File: src/rsdc_consts.svh
`ifndef RSDC_CONSTS_SVH
`define RSDC_CONSTS_SVH
// ----------------------------------------------------------------
// clock and timing
// ----------------------------------------------------------------
`define RSDC_CLK_NS        8
`define RSDC_DT_LIMIT_NS   1000
`define RSDC_TON_MAX_NS    25000
`define RSDC_OFFTIME_NS    20000
`define RSDC_QUIET_NS      125000
`define RSDC_AREC_NS       1000000
`define RSDC_ON_W          12
// ----------------------------------------------------------------
// register word offsets
// ----------------------------------------------------------------
`define RSDC_ADDR_CTRL     6'h00
`define RSDC_ADDR_SSCFG    6'h01
`define RSDC_ADDR_TIMCFG   6'h02
`define RSDC_ADDR_QUIET    6'h03
`define RSDC_ADDR_MAXON    6'h04
`define RSDC_ADDR_STATUS   6'h05
`define RSDC_ADDR_SSVAL    6'h06
// ----------------------------------------------------------------
// field positions and reset values
// ----------------------------------------------------------------
`define RSDC_CTRL_EN       0
`define RSDC_CTRL_DTM      2:1
`define RSDC_CTRL_FIXDT    3
`define RSDC_CTRL_FCNT     4
`define RSDC_CTRL_FCLR     5
`define RSDC_ST_TMAX       5
`define RSDC_ST_DTF        6
`define RSDC_CTRL_RST      32'h0000_0000
`define RSDC_SSCFG_RST     32'h0000_0110
`define RSDC_FCNT_RST      4'h4
`endif

File: src/rsdc_pkg.sv
`default_nettype none
`include "rsdc_consts.svh"
package rsdc_pkg;
  // ----------------------------------------------------------------
  // sequencer states and options
  // ----------------------------------------------------------------
  typedef enum logic [3:0] {
    ST_OFF   = 4'h0, ST_DISCH = 4'h1, ST_WAIT  = 4'h2, ST_UPPER = 4'h3,
    ST_DT1   = 4'h4, ST_LOWER = 4'h5, ST_DT2   = 4'h6, ST_OFFT  = 4'h7,
    ST_SKIP  = 4'h8, ST_THERM = 4'h9, ST_LATCH = 4'ha, ST_RECOV = 4'hb
  } rsdc_state_e;
  typedef enum logic [1:0] {
    DTF_FORCE = 2'h0, DTF_LATCH = 2'h1, DTF_RECOV = 2'h2, DTF_RSVD = 2'h3
  } rsdc_dtf_e;
  typedef logic [`RSDC_ON_W-1:0] rsdc_on_t;
  typedef struct packed {
    rsdc_state_e fsm;
    rsdc_on_t    on_cnt;
    logic        dir_down;
    logic        repeat_en;
    logic        regulated;
    logic        tmax_flt;
    logic        dt_flt;
    logic        therm_mem;
    logic        drv_up;
    logic        drv_lo;
    logic        dis;
    logic [23:0] tmr;
    logic [31:0] ctrl;
    logic [31:0] sscfg;
    logic [31:0] timcfg;
    logic [31:0] quiet;
    logic [31:0] maxon;
    logic        ack;
    logic [31:0] rdat;
  } rsdc_top_s;
endpackage
`default_nettype wire

File: src/rsdc_dt_if.sv
`timescale 1ns/100ps
`default_nettype none
// dead-time request and answer between sequencer and timer
interface rsdc_dt_if;
  logic       start;
  logic       sense_end;
  logic       fixed;
  logic [7:0] limit;
  logic       cnt_en;
  logic [3:0] fault_n;
  logic       done;
  logic       fault;
  modport ctl (output start, sense_end, fixed, limit, cnt_en, fault_n, input done, fault);
  modport dt  (input start, sense_end, fixed, limit, cnt_en, fault_n, output done, fault);
endinterface
`default_nettype wire

File: src/rsdc_softstart.sv
`timescale 1ns/100ps
`default_nettype none
module rsdc_softstart #(
  parameter int unsigned W = 12
) (
  input  wire logic         clk_i,
  input  wire logic         rst_i,
  input  wire logic         ce_i,
  input  wire logic         load_i,
  input  wire logic [W-1:0] load_val_i,
  input  wire logic         sat_i,
  input  wire logic         tick_i,
  input  wire logic [W-1:0] max_i,
  input  wire logic [7:0]   inc_i,
  input  wire logic [7:0]   div_i,
  output logic      [W-1:0] cnt_o
);
  import rsdc_pkg::*;
  if (W < 8 || W > 16) begin : g_chk
    $error("softstart width out of range");
  end
  typedef struct packed {
    logic [W-1:0] cnt;
    logic [7:0]   div_cnt;
  } rsdc_ss_s;
  rsdc_ss_s ss_reg;
  rsdc_ss_s ss_next;
  logic [W:0] sum;
  // ----------------------------------------------------------------
  // counter: load, saturate, divided increment
  // ----------------------------------------------------------------
  always_comb begin
    ss_next = ss_reg;
    sum     = {1'b0, ss_reg.cnt} + {{(W-7){1'b0}}, inc_i};
    if (load_i) begin
      ss_next.cnt     = (load_val_i > max_i) ? max_i : load_val_i;
      ss_next.div_cnt = 8'h00;
    end else if (sat_i) begin
      ss_next.cnt = max_i;
    end else if (tick_i) begin
      if (ss_reg.div_cnt + 8'h01 >= div_i) begin
        ss_next.div_cnt = 8'h00;
        ss_next.cnt     = (sum > {1'b0, max_i}) ? max_i : sum[W-1:0];
      end else begin
        ss_next.div_cnt = ss_reg.div_cnt + 8'h01;
      end
    end
  end
  always_ff @(posedge clk_i) begin
    if (rst_i) begin
      ss_reg <= '0;
    end else if (ce_i) begin
      ss_reg <= ss_next;
    end
  end
  assign cnt_o = ss_reg.cnt;
endmodule
`default_nettype wire

File: src/rsdc_deadtime.sv
`timescale 1ns/100ps
`default_nettype none
module rsdc_deadtime (
  input  wire logic clk_i,
  input  wire logic rst_i,
  input  wire logic ce_i,
  rsdc_dt_if.dt     dt
);
  import rsdc_pkg::*;
  typedef struct packed {
    logic       active;
    logic [7:0] tmr;
    logic [3:0] fcnt;
    logic       done;
    logic       fault;
  } rsdc_dt_s;
  rsdc_dt_s dt_reg;
  rsdc_dt_s dt_next;
  // ----------------------------------------------------------------
  // adaptive gap with limit clamp and fault counting
  // ----------------------------------------------------------------
  always_comb begin
    dt_next       = dt_reg;
    dt_next.done  = 1'b0;
    dt_next.fault = 1'b0;
    if (dt.start) begin
      dt_next.active = 1'b1;
      dt_next.tmr    = 8'h01;
    end else if (dt_reg.active) begin
      if (!dt.fixed && dt.sense_end) begin
        dt_next.active = 1'b0;
        dt_next.done   = 1'b1;
      end else if (dt_reg.tmr >= dt.limit) begin
        dt_next.active = 1'b0;
        dt_next.done   = 1'b1;
        if (!dt.fixed) begin
          if (!dt.cnt_en || dt_reg.fcnt + 4'h1 >= dt.fault_n) begin
            dt_next.fault = 1'b1;
            dt_next.fcnt  = 4'h0;
          end else begin
            dt_next.fcnt = dt_reg.fcnt + 4'h1;
          end
        end
      end else begin
        dt_next.tmr = dt_reg.tmr + 8'h01;
      end
    end
  end
  always_ff @(posedge clk_i) begin
    if (rst_i) begin
      dt_reg <= '0;
    end else if (ce_i) begin
      dt_reg <= dt_next;
    end
  end
  assign dt.done  = dt_reg.done;
  assign dt.fault = dt_reg.fault;
endmodule
`default_nettype wire

File: src/rsdc_top.sv
// Overview of operation
// - preload soft-start with final startup on-time
// - upper driven while on-time counts up
// - soft-start count match turns count downward
// - gap, then lower until count reaches zero
// - each lower pulse advances soft-start divider
// - increment on every N-th lower pulse
// - soft-start count drives comparator reference DAC
// - comparator ends on-time once regulating
// - soft-start keeps counting until saturated
// - max on-time fault only at limit
// - repetition disabled when soft-start begins
// - repetition enabled when comparator trips early
// - symmetric halves, off-time gaps at light load
// - quiet skip bursts clamped to set frequency
// - opposite switch on at transition end
// - force opposite switch when gap limit expires
// - gap expiry: force, latch, or recover
// - fault confirmed after set expiry count
// - fixed gap ignores sense, no fault
// - discharge bridge node to floor first
// - over-temperature stops, remembers, then full restart
// - skip entry level saturates soft-start
`timescale 1ns/100ps
`default_nettype none
module rsdc_top #(
  parameter logic [15:0] QUIET_CYCLES = 16'(`RSDC_QUIET_NS / `RSDC_CLK_NS),
  parameter int unsigned AREC_CYCLES  = `RSDC_AREC_NS / `RSDC_CLK_NS
) (
  input  wire logic              clk_i,
  input  wire logic              rst_i,
  input  wire logic              ce_i,
  input  wire logic [7:0]        wb_adr_i,
  input  wire logic [31:0]       wb_dat_i,
  input  wire logic [3:0]        wb_sel_i,
  input  wire logic              wb_we_i,
  input  wire logic              wb_cyc_i,
  input  wire logic              wb_stb_i,
  output logic      [31:0]       wb_dat_o,
  output logic                   wb_ack_o,
  input  wire logic              startup_done_i,
  input  wire rsdc_pkg::rsdc_on_t startup_ontime_i,
  input  wire logic              ontime_cmp_i,
  input  wire logic              fb_below_skip_i,
  input  wire logic              light_load_i,
  input  wire logic              fb_below_quiet_i,
  input  wire logic              trans_end_up2lo_i,
  input  wire logic              trans_end_lo2up_i,
  input  wire logic              bridge_floor_i,
  input  wire logic              over_temp_i,
  input  wire logic              temp_low_i,
  output logic                   drv_upper_o,
  output logic                   drv_lower_o,
  output logic                   bridge_discharge_o,
  output rsdc_pkg::rsdc_on_t     dac_o,
  output logic                   repeat_en_o,
  output logic                   fault_latched_o
);
  import rsdc_pkg::*;
  if (AREC_CYCLES < 1 || AREC_CYCLES > 24'hffffff) begin : g_chk
    $error("recovery count does not fit timer");
  end
  localparam logic [23:0] AREC_C   = 24'(AREC_CYCLES);
  localparam logic [7:0]  DT_LIM_C = 8'(`RSDC_DT_LIMIT_NS / `RSDC_CLK_NS);
  localparam logic [11:0] TMAX_C   = 12'(`RSDC_TON_MAX_NS / `RSDC_CLK_NS);
  localparam logic [15:0] OFFT_C   = 16'(`RSDC_OFFTIME_NS / `RSDC_CLK_NS);

  rsdc_top_s r_reg;
  rsdc_top_s r_next;
  rsdc_on_t  ss_cnt;
  logic      ss_load;
  logic      ss_tick;
  logic      ss_sat;
  logic      dt_go;
  logic      acc;
  logic      wr;
  logic      fclr;
  logic      tmax_set;
  logic      dtf_set;
  logic      end_up;
  logic [31:0] rd;
  rsdc_dtf_e dtm;
  rsdc_dt_if dti ();

  // ----------------------------------------------------------------
  // byte-lane merge for bus writes
  // ----------------------------------------------------------------
  function automatic logic [31:0] wmerge(input logic [31:0] o, input logic [31:0] d, input logic [3:0] s);
    logic [31:0] m;
    m = o;
    for (int i = 0; i < 4; i++) begin
      if (s[i]) begin
        m[i*8 +: 8] = d[i*8 +: 8];
      end
    end
    return m;
  endfunction

  // ----------------------------------------------------------------
  // dead-time timer and soft-start counter
  // ----------------------------------------------------------------
  assign dti.start     = dt_go;
  assign dti.sense_end = (r_reg.fsm == ST_DT1) ? trans_end_up2lo_i : trans_end_lo2up_i;
  assign dti.fixed     = r_reg.ctrl[`RSDC_CTRL_FIXDT];
  assign dti.limit     = r_reg.timcfg[7:0];
  assign dti.cnt_en    = r_reg.ctrl[`RSDC_CTRL_FCNT];
  assign dti.fault_n   = r_reg.timcfg[11:8];

  rsdc_deadtime u_dt (
    .clk_i (clk_i),
    .rst_i (rst_i),
    .ce_i  (ce_i),
    .dt    (dti)
  );

  rsdc_softstart #(.W(`RSDC_ON_W)) u_ss (
    .clk_i      (clk_i),
    .rst_i      (rst_i),
    .ce_i       (ce_i),
    .load_i     (ss_load),
    .load_val_i (startup_ontime_i),
    .sat_i      (ss_sat),
    .tick_i     (ss_tick),
    .max_i      (r_reg.maxon[11:0]),
    .inc_i      (r_reg.sscfg[7:0]),
    .div_i      (r_reg.sscfg[15:8]),
    .cnt_o      (ss_cnt)
  );

  // ----------------------------------------------------------------
  // register read mux
  // ----------------------------------------------------------------
  always_comb begin
    unique case (wb_adr_i[7:2])
      `RSDC_ADDR_CTRL:   rd = r_reg.ctrl;
      `RSDC_ADDR_SSCFG:  rd = r_reg.sscfg;
      `RSDC_ADDR_TIMCFG: rd = r_reg.timcfg;
      `RSDC_ADDR_QUIET:  rd = r_reg.quiet;
      `RSDC_ADDR_MAXON:  rd = r_reg.maxon;
      `RSDC_ADDR_STATUS: rd = {21'h0, r_reg.regulated, r_reg.drv_lo, r_reg.drv_up, r_reg.therm_mem,
                               r_reg.dt_flt, r_reg.tmax_flt, r_reg.repeat_en, r_reg.fsm};
      `RSDC_ADDR_SSVAL:  rd = {20'h0, ss_cnt};
      default:           rd = 32'h0000_0000;
    endcase
  end

  // ----------------------------------------------------------------
  // bus slave, sequencer and fault flags
  // ----------------------------------------------------------------
  always_comb begin
    r_next   = r_reg;
    ss_load  = 1'b0;
    ss_tick  = 1'b0;
    dt_go    = 1'b0;
    tmax_set = 1'b0;
    dtf_set  = 1'b0;
    end_up   = 1'b0;
    dtm      = rsdc_dtf_e'(r_reg.ctrl[`RSDC_CTRL_DTM]);
    acc      = wb_cyc_i && wb_stb_i && !r_reg.ack;
    wr       = acc && wb_we_i;
    fclr     = 1'b0;
    r_next.ack = acc;
    if (acc && !wb_we_i) begin
      r_next.rdat = rd;
    end
    if (wr) begin
      unique case (wb_adr_i[7:2])
        `RSDC_ADDR_CTRL: begin
          r_next.ctrl = wmerge(r_reg.ctrl, wb_dat_i, wb_sel_i) & 32'h0000_001f;
          fclr        = wb_sel_i[0] && wb_dat_i[`RSDC_CTRL_FCLR];
        end
        `RSDC_ADDR_SSCFG:  r_next.sscfg  = wmerge(r_reg.sscfg, wb_dat_i, wb_sel_i) & 32'h0000_ffff;
        `RSDC_ADDR_TIMCFG: r_next.timcfg = wmerge(r_reg.timcfg, wb_dat_i, wb_sel_i) & 32'hffff_0fff;
        `RSDC_ADDR_QUIET:  r_next.quiet  = wmerge(r_reg.quiet, wb_dat_i, wb_sel_i) & 32'h0000_ffff;
        `RSDC_ADDR_MAXON:  r_next.maxon  = wmerge(r_reg.maxon, wb_dat_i, wb_sel_i) & 32'h0000_0fff;
        `RSDC_ADDR_STATUS: begin
          if (wb_sel_i[0] && wb_dat_i[`RSDC_ST_TMAX]) r_next.tmax_flt = 1'b0;
          if (wb_sel_i[0] && wb_dat_i[`RSDC_ST_DTF])  r_next.dt_flt   = 1'b0;
        end
        default: ;
      endcase
    end
    // switching sequence
    unique case (r_reg.fsm)
      ST_OFF: begin
        if (r_reg.ctrl[`RSDC_CTRL_EN]) begin
          r_next.fsm = ST_DISCH;
        end
      end
      ST_DISCH: begin
        if (bridge_floor_i) begin
          r_next.fsm = ST_WAIT;
        end
      end
      ST_WAIT: begin
        if (startup_done_i) begin
          ss_load          = 1'b1;
          r_next.repeat_en = 1'b0;
          r_next.regulated = 1'b0;
          r_next.on_cnt    = '0;
          r_next.fsm       = ST_UPPER;
        end
      end
      ST_UPPER: begin
        r_next.on_cnt = r_reg.on_cnt + 12'h001;
        if (!ontime_cmp_i) begin
          end_up           = 1'b1;
          r_next.repeat_en = 1'b1;
          r_next.regulated = 1'b1;
        end else if (r_reg.on_cnt + 12'h001 >= ss_cnt) begin
          end_up = 1'b1;
        end
        if (ss_cnt == r_reg.maxon[11:0] && r_reg.on_cnt + 12'h001 >= r_reg.maxon[11:0]) begin
          tmax_set = 1'b1;
        end
        if (end_up) begin
          r_next.dir_down = 1'b1;
          dt_go           = 1'b1;
          r_next.fsm      = ST_DT1;
        end
      end
      ST_DT1, ST_DT2: begin
        if (dti.fault) begin
          dtf_set = 1'b1;
        end
        if (dti.fault && dtm == DTF_LATCH) begin
          r_next.fsm = ST_LATCH;
        end else if (dti.fault && dtm == DTF_RECOV) begin
          r_next.tmr = 24'h0;
          r_next.fsm = ST_RECOV;
        end else if (dti.done && r_reg.fsm == ST_DT1) begin
          ss_tick    = 1'b1;
          r_next.fsm = ST_LOWER;
        end else if (dti.done) begin
          r_next.on_cnt = '0;
          r_next.tmr    = 24'h0;
          if (fb_below_quiet_i) begin
            r_next.fsm = ST_SKIP;
          end else if (light_load_i) begin
            r_next.fsm = ST_OFFT;
          end else begin
            r_next.fsm = ST_UPPER;
          end
        end
      end
      ST_LOWER: begin
        if (r_reg.dir_down && r_reg.on_cnt != '0) begin
          r_next.on_cnt = r_reg.on_cnt - 12'h001;
        end
        if (r_reg.on_cnt <= 12'h001) begin
          r_next.dir_down = 1'b0;
          dt_go           = 1'b1;
          r_next.fsm      = ST_DT2;
        end
      end
      ST_OFFT: begin
        r_next.tmr = r_reg.tmr + 24'h1;
        if (r_reg.tmr + 24'h1 >= {8'h0, r_reg.timcfg[31:16]}) begin
          r_next.fsm = ST_UPPER;
        end
      end
      ST_SKIP: begin
        if (r_reg.tmr != 24'hffffff) begin
          r_next.tmr = r_reg.tmr + 24'h1;
        end
        if (r_reg.tmr >= {8'h0, r_reg.quiet[15:0]} && !fb_below_quiet_i) begin
          r_next.fsm = ST_UPPER;
        end
      end
      ST_THERM: begin
        if (temp_low_i && !over_temp_i) begin
          r_next.therm_mem = 1'b0;
          r_next.fsm       = ST_OFF;
        end
      end
      ST_LATCH: begin
        if (fclr) begin
          r_next.fsm = ST_OFF;
        end
      end
      ST_RECOV: begin
        r_next.tmr = r_reg.tmr + 24'h1;
        if (r_reg.tmr + 24'h1 >= AREC_C) begin
          r_next.fsm = ST_OFF;
        end
      end
      default: r_next.fsm = ST_OFF;
    endcase
    if (!r_reg.ctrl[`RSDC_CTRL_EN] && r_reg.fsm != ST_LATCH && r_reg.fsm != ST_THERM) begin
      r_next.fsm = ST_OFF;
    end
    if (over_temp_i) begin
      r_next.fsm       = ST_THERM;
      r_next.therm_mem = 1'b1;
    end
    // set wins over software clear
    if (tmax_set) r_next.tmax_flt = 1'b1;
    if (dtf_set)  r_next.dt_flt   = 1'b1;
    r_next.drv_up = (r_next.fsm == ST_UPPER);
    r_next.drv_lo = (r_next.fsm == ST_LOWER);
    r_next.dis    = (r_next.fsm == ST_DISCH);
  end

  // soft-start ends when feedback sinks below skip entry level
  assign ss_sat = fb_below_skip_i && r_reg.fsm != ST_OFF && r_reg.fsm != ST_DISCH && r_reg.fsm != ST_WAIT;

  // ----------------------------------------------------------------
  // state register
  // ----------------------------------------------------------------
  always_ff @(posedge clk_i) begin
    if (rst_i) begin
      r_reg        <= '0;
      r_reg.fsm    <= ST_OFF;
      r_reg.ctrl   <= `RSDC_CTRL_RST;
      r_reg.sscfg  <= `RSDC_SSCFG_RST;
      r_reg.timcfg <= {OFFT_C, 4'h0, `RSDC_FCNT_RST, DT_LIM_C};
      r_reg.quiet  <= {16'h0, QUIET_CYCLES};
      r_reg.maxon  <= {20'h0, TMAX_C};
    end else if (ce_i) begin
      r_reg <= r_next;
    end
  end

  assign wb_dat_o           = r_reg.rdat;
  assign wb_ack_o           = r_reg.ack;
  assign drv_upper_o        = r_reg.drv_up;
  assign drv_lower_o        = r_reg.drv_lo;
  assign bridge_discharge_o = r_reg.dis;
  assign dac_o              = ss_cnt;
  assign repeat_en_o        = r_reg.repeat_en;
  assign fault_latched_o    = (r_reg.fsm == ST_LATCH);
endmodule
`default_nettype wire

File: config.mk
export PLATFORM = sky130hd
export DESIGN_NAME = rsdc_top
export DESIGN_NICKNAME = d
export VERILOG_FILES = /design/src/rsdc_pkg.sv /design/src/rsdc_dt_if.sv /design/src/rsdc_softstart.sv /design/src/rsdc_deadtime.sv /design/src/rsdc_top.sv
export VERILOG_INCLUDE_DIRS = /design/src
export SDC_FILE = /design/constraint.sdc
export NUM_CORES = 1
export LEC_CHECK = 0
export BUFFER_PORTS_ARGS = -buffer_cell sky130_fd_sc_hd__buf_2
export CORE_MARGIN = 1
export CORE_UTILIZATION = 40
export CTS_BUF_LIST = sky130_fd_sc_hd__clkbuf_4 sky130_fd_sc_hd__clkbuf_8
export DETAILED_ROUTE_END_ITERATION = 12
export GPL_ROUTABILITY_DRIVEN = 0
export PLACE_DENSITY_LB_ADDON = 0.12
export RECOVER_POWER = 100
export SKIP_LAST_GASP = 1
export SLEW_MARGIN = 20
export SYNTH_ARGS = -nofsm -noshare
export SYNTH_HDL_FRONTEND = slang
export SYNTH_SLANG_ARGS = --single-unit
File: constraint.sdc
create_clock -name clk_i -period 10.23 [get_ports clk_i]
set_clock_uncertainty 0.15 [all_clocks]
set_input_delay 0 -clock clk_i [delete_from_list [all_inputs] [get_ports clk_i]]
set_output_delay 0 -clock clk_i [all_outputs]
set_load 0.01 [all_outputs]
* After elaboration in Yosys (flattened, before gate mapping)
Cells that the tools add are included.
** Storage, ports and cells
- Input port bits :: 72
- Register bits :: 194
- Word-level logic and storage cells :: 255
- Output and inout port bits :: 50
** Operators by class
- Order comparisons :: 11
- Equality and inequality tests :: 43
- Mux-type cells :: 87
- $add $sub $neg :: 7
- Reductions and logical operators :: 72
- Bitwise gates (word level) :: 3
** Operators with widths (count)
- case mux 32 bit (7 select lines) :: 1
- two-way mux 24 bit :: 5
- two-way mux 12 bit :: 9
- case mux 24 bit (3 select lines) :: 1
- two-way mux 4 bit :: 17
- AND reduction 4 bit :: 16
- >= comparator 24 x 16 -> 1 bit :: 2
- case mux 12 bit (4 select lines) :: 1
- case mux 4 bit (11 select lines) :: 1
- two-way mux 20 bit :: 2
- two-way mux 1 bit :: 33
- two-way mux 16 bit :: 2
- adder 24 x 1 -> 24 bit (second input constant) :: 1
- >= comparator 12 bit :: 2
- >= comparator 24 x 17 -> 1 bit (second input constant) :: 1
- two-way mux 8 bit :: 3
- inequality test 2 bit (second input constant) :: 12
- inequality test 24 bit (second input constant) :: 1
- nonzero test 2 bit :: 12
- == test 4 x 3 -> 1 bit (second input constant) :: 5
- logical AND 1 bit :: 19
- == test 6 x 3 -> 1 bit (second input constant) :: 3
- adder 8 x 1 -> 8 bit (second input constant) :: 2
- == test 4 bit (second input constant) :: 4
- other kinds (42) :: 68

* Longest topological paths before layout
- Depth after elaboration :: 10
- Mapped depth :: 17
- Gate-level depth less buffers :: 16

* By module
From an unflattened synthesis, not the netlist that was laid out.
** Second synthesis, totals
- Cell total of the unflattened synthesis :: 1654
- Area total of the unflattened synthesis :: 13402.9 sq um
** By module, submodules not included
- rsdc_top :: cells each 1223, seq. area each 3163.0 sq um, area an instance 9843.2 sq um, instances 1
- rsdc_softstart :: cells each 302, seq. area each 400.4 sq um, area an instance 2484.9 sq um, instances 1
- rsdc_deadtime :: cells each 129, seq. area each 300.3 sq um, area an instance 1074.8 sq um, instances 1

* Worst setup path before layout
No wires, ideal clock.
- Path kind :: register -> register
- Start :: register u_ss.ss_reg, in the netlist u_ss.cnt_o[0]
- End :: register u_ss.ss_reg, in the netlist u_ss.cnt_o[1]
- Setup slack :: 6421 ps
- Cell stages (with the launch flop) :: 17
- Arrival time :: 3563 ps
- Clock period less this slack :: 3809 ps
- Path buffers :: 0
- Library setup time :: 95 ps
- Required time :: 9985 ps
- Cell sequence :: dfxtp_1 -> ha_1 -> fa_1 -> a21oi_1 -> o21ai_0 -> a31oi_1 -> nor2_1 -> nand3_1 -> xnor2_1 -> ha_1 -> and4_1 -> o21ai_0 -> a31o_2 -> a31oi_1 -> nor3_1 -> a221oi_1 -> a221oi_1
** Between the ends
- Cells in the longest elaborated chain, start to end :: 7
** RTL lines
- start: declaration :: line rsdc_softstart.sv:26 : rsdc_ss_s ss_reg;
- start signal: assignment :: line rsdc_softstart.sv:53 : ss_reg <= ss_next;
- adder 12 x 8 -> 13 bit (*) :: line rsdc_softstart.sv:34 : sum = {1'b0, ss_reg.cnt} + {{(W-7){1'b0}}, inc_i};
- > comparator 13 x 12 -> 1 bit :: line rsdc_softstart.sv:43 : ss_next.cnt = (sum > {1'b0, max_i}) ? max_i : sum[W-1:0];
- two-way mux 12 bit (*) :: line rsdc_softstart.sv:43
- two-way mux 12 bit (*) :: line rsdc_softstart.sv:41 : if (ss_reg.div_cnt + 8'h01 >= div_i) begin
- two-way mux 20 bit (*) :: line rsdc_softstart.sv:40 : end else if (tick_i) begin
- two-way mux 12 bit (*) :: line rsdc_softstart.sv:38 : end else if (sat_i) begin
- two-way mux 20 bit (*) :: line rsdc_softstart.sv:35 : if (load_i) begin
Every way passes the cells marked *; elsewhere a longest branch is shown, timed or not. The select of a mux whose other input is x is not followed.
A chain may end at the register's enable or synchronous reset.

* Final worst setup path
- Start :: register u_ss.ss_reg, in the netlist u_ss.cnt_o[0]
- End :: register u_ss.ss_reg, in the netlist u_ss.cnt_o[6]
The elaborated chain is that of the path after synthesis.

==> summary.txt <==
status - finished with violations
failing checks - capacitance limit, slew limit
endpoints failing setup - 0
pin count of the biggest net entering global routing - 60
Post-synth ARST share - 0%
Syn Inst Count - 1590
slowest stage delay, CP - 1.01 ns
first-pass iteration count of the detailed router - 6
leading register cell type out of synthesis - dfxtp_1
Vias/cell - 5.71
Routed Antenna Nets - 0
# nets final - 1871
data required time of the critical path - 10.48 ns
global route overflow - 0
Core Util, Final - 45.8%
Longest Clk Path Bufs - 2
Power Dens Cells - 101 nW/µm²
core box area - 31800 µm²
die area - 33400 µm²
Buf/Inv on CP - 0
Worst-Skew Late Latency - 0.51 ns
initial antenna violation count - 1
Seq/Total Area, Yosys - 29.6%
startpoint class of the critical path - flip-flop
antenna cell count - 0
P_leak - 5.82 nW
#FFs+latches synth - 193
final critical-path required period - 4.93 ns
Post-CTS Setup Bufs - 0
Worst-Margin Slew - 1.60 ns
GRT Util Overall - 25.2%
Final Slew Violations - 45
Worst path top cell family by delay - compound AO/OA/AOI/OAI gates
worst hold path type - input port to flip-flop
worst hold slack - 0.0585 ns
drt drc - 0
slowest cell on the critical path - nor3_1
crit end category - flip-flop
Root Driver - clkbuf_8
arrival time at the worst endpoint - 5.18 ns
H-tree depth - 4
Yosys cell types - 86
area grow syn2layout - 11.7%
I/O pin cnt - 122
via count - 12.2k
TritonCTS Buffers - 17
Die X - 183 µm
crit-path max FO - 10
initial DRC count - 1115
synthesized cell area - 13100 µm²
fraction of layout cells with a size suffix above 1 - 7.96%
CTS tree - built
first-pass GRT wire length - 64900 µm
Max-Cap Viols - 3
max FFs per register - 105
Buffers on Ports - 119
setup_tns - 0 ns
Syn Nets - 1779
fin crit share - 48.2%
Area after DPL - 13600 µm²
critical path class - flip-flop to flip-flop
starting density of the core - 41.1%
YS warnings - 0
CP cell instances - ha_1 -> fa_1 -> a21oi_1 -> o21ai_0 -> a31oi_1 -> nor2_1 -> nand3_1 -> xnor2_1 -> ha_1 -> and4_1 -> o21ai_0 -> a31o_2 -> a31oi_1 -> nor3_1 -> a221oi_1 -> a221oi_1
Fmax achieved - 203 MHz
peak supply drop - 0.0000943 V
syn avg cell area - 8.21 µm²
RSZ-0062 raised after global routing - no
Sink Count - 193
vias in the first global route - 11.2k
fin area - 14600 µm²
Site Rows - 65
Die Span Y - 183 µm
Post-synth EDFFs - 0
Post-DP HPWL - 31000 µm
DR WL/cell - 19.6 µm
Fin. Hold Viols - 0
drt total wl - 41700 µm
fill cell count - 3225
Clock transition at path regs - 0.11 ns
normalized max-slew margin - -7.79%
==> cell families (layout without fill, tap and decap cells) <==
kind of cell               after synthesis  count (layout)  share of synthesized area (%)
and+or+nand+nor                        526             526                           20.0
AOI/OAI and AO/OA                      406             406                           21.7
buffers and inverters                  222             327                           8.36
DFF                                    193             193                           29.6
adders and majority gates              117             117                           11.3
xor gates and xnor gates                65              65                           4.36
muxes                                   61              61                           4.68
==> layer usage <==
metal	global-route usage, %	vias up	wire, µm
li1	-	5915	-
met1	36.0	5795	20000
met2	38.5	406	18100
met3	4.67	54	2900
met4	6.76	2	777
met5	0	-	12
==> timing repair <==
item | CTS | global route
gates resized for setup | 0 | 0
hold buffers | 72 | 0
hold endpoints to repair | 133 | 0
==> worst reg2reg max path: cells and delay by family, from the launching register on <==
family	cells	cell delay (ns)
compound gates	8	1.72
simple gates	4	1.46
fa+ha+maj	3	0.94
flops	1	0.41
xor+xnor	1	0.16
==> layout make-up <==
type | instances | area [µm²] | area share, %
Sequential cell | 193 | 3860 | 26.5
Clock buffer | 17 | 234 | 1.61
Multi-Input combinational cell | 1175 | 8030 | 55.1
Timing Repair Buffer | 204 | 1340 | 9.20
Tap cell | 435 | 544 | 3.73
Inverter | 91 | 342 | 2.34
Clock inverter | 15 | 216 | 1.49
==> placed cells by master, fill, tap and decap left out, drive strengths merged, types with 14 or more instances in the layout <==
cell	Yosys	layout
a211oi	18	18
a21o	17	17
a21oi	99	99
a221oi	20	20
a22oi	64	64
a31oi	21	21
buf	65	78
clkbuf	66	71
dfxtp	193	193
dlygate4sd3	0	72
ha	116	116
inv	90	95
mux2i	61	61
nand2	109	109
nand2b	22	22
nand3	41	41
nand4	23	23
nor2	189	189
nor2b	14	14
nor3	31	31
nor3b	14	14
nor4	14	14
o211ai	26	26
o21ai	49	49
or3	20	20
xnor2	32	32
xor2	33	33
==> power by group <==
| part | switching (W) | internal, W |
|---|---|---|
| logic | 0.0000814 | 0.0000556 |
| registers | 0.00000955 | 0.000755 |
| clock network | 0.000333 | 0.000234 |
| total | 0.000424 | 0.00104 |
==> metrics by stage <==
step / power (W) / worst slack, ns / std cells
floorplan: 0.000851 / 6.42 / 1590
global placement: 0.000897 / 5.48 / 2026
detailed placement: 0.000899 / 5.54 / 2026
CTS: 0.00148 / 5.51 / 2130
global route: 0.00152 / 5.01 / 2130
finish: 0.00147 / 5.30 / 2130
==> cells in the mapped netlist (18+ instances only) <==
| master | n | area (µm²) |
|---|---|---|
| a22oi_1 | 64 | 480 |
| mux2i_1 | 61 | 611 |
| nand3_1 | 41 | 205 |
| nand2b_1 | 22 | 138 |
| o211ai_1 | 26 | 195 |
| a211oi_1 | 18 | 135 |
| ha_1 | 116 | 1450 |
| a31oi_1 | 21 | 131 |
| nand4_1 | 20 | 125 |
| a21oi_1 | 99 | 495 |
| inv_1 | 90 | 338 |
| buf_4 | 48 | 360 |
| xor2_1 | 33 | 289 |
| dfxtp_1 | 193 | 3860 |
| nor3_1 | 29 | 145 |
| or3_1 | 19 | 119 |
| clkbuf_1 | 66 | 248 |
| xnor2_1 | 32 | 280 |
| a221oi_1 | 19 | 166 |
| nor2_1 | 189 | 709 |
| o21ai_0 | 46 | 230 |
| nand2_1 | 109 | 409 |
==> path summary, 6_finish.rpt <==
check	from	end	slack, ns	depth (start not counted)
max	u_ss.cnt_o[0]	u_ss.cnt_o[6]	5.30	16
min	wb_sel_i[2]	r_reg[120]	0.06	4
max reg2reg	u_ss.cnt_o[0]	u_ss.cnt_o[6]	5.30	16
min reg2reg	u_dt.dt_reg[5]	u_dt.dt_reg[5]	0.33	2
Note: power is estimated with default switching activity, not from simulation.
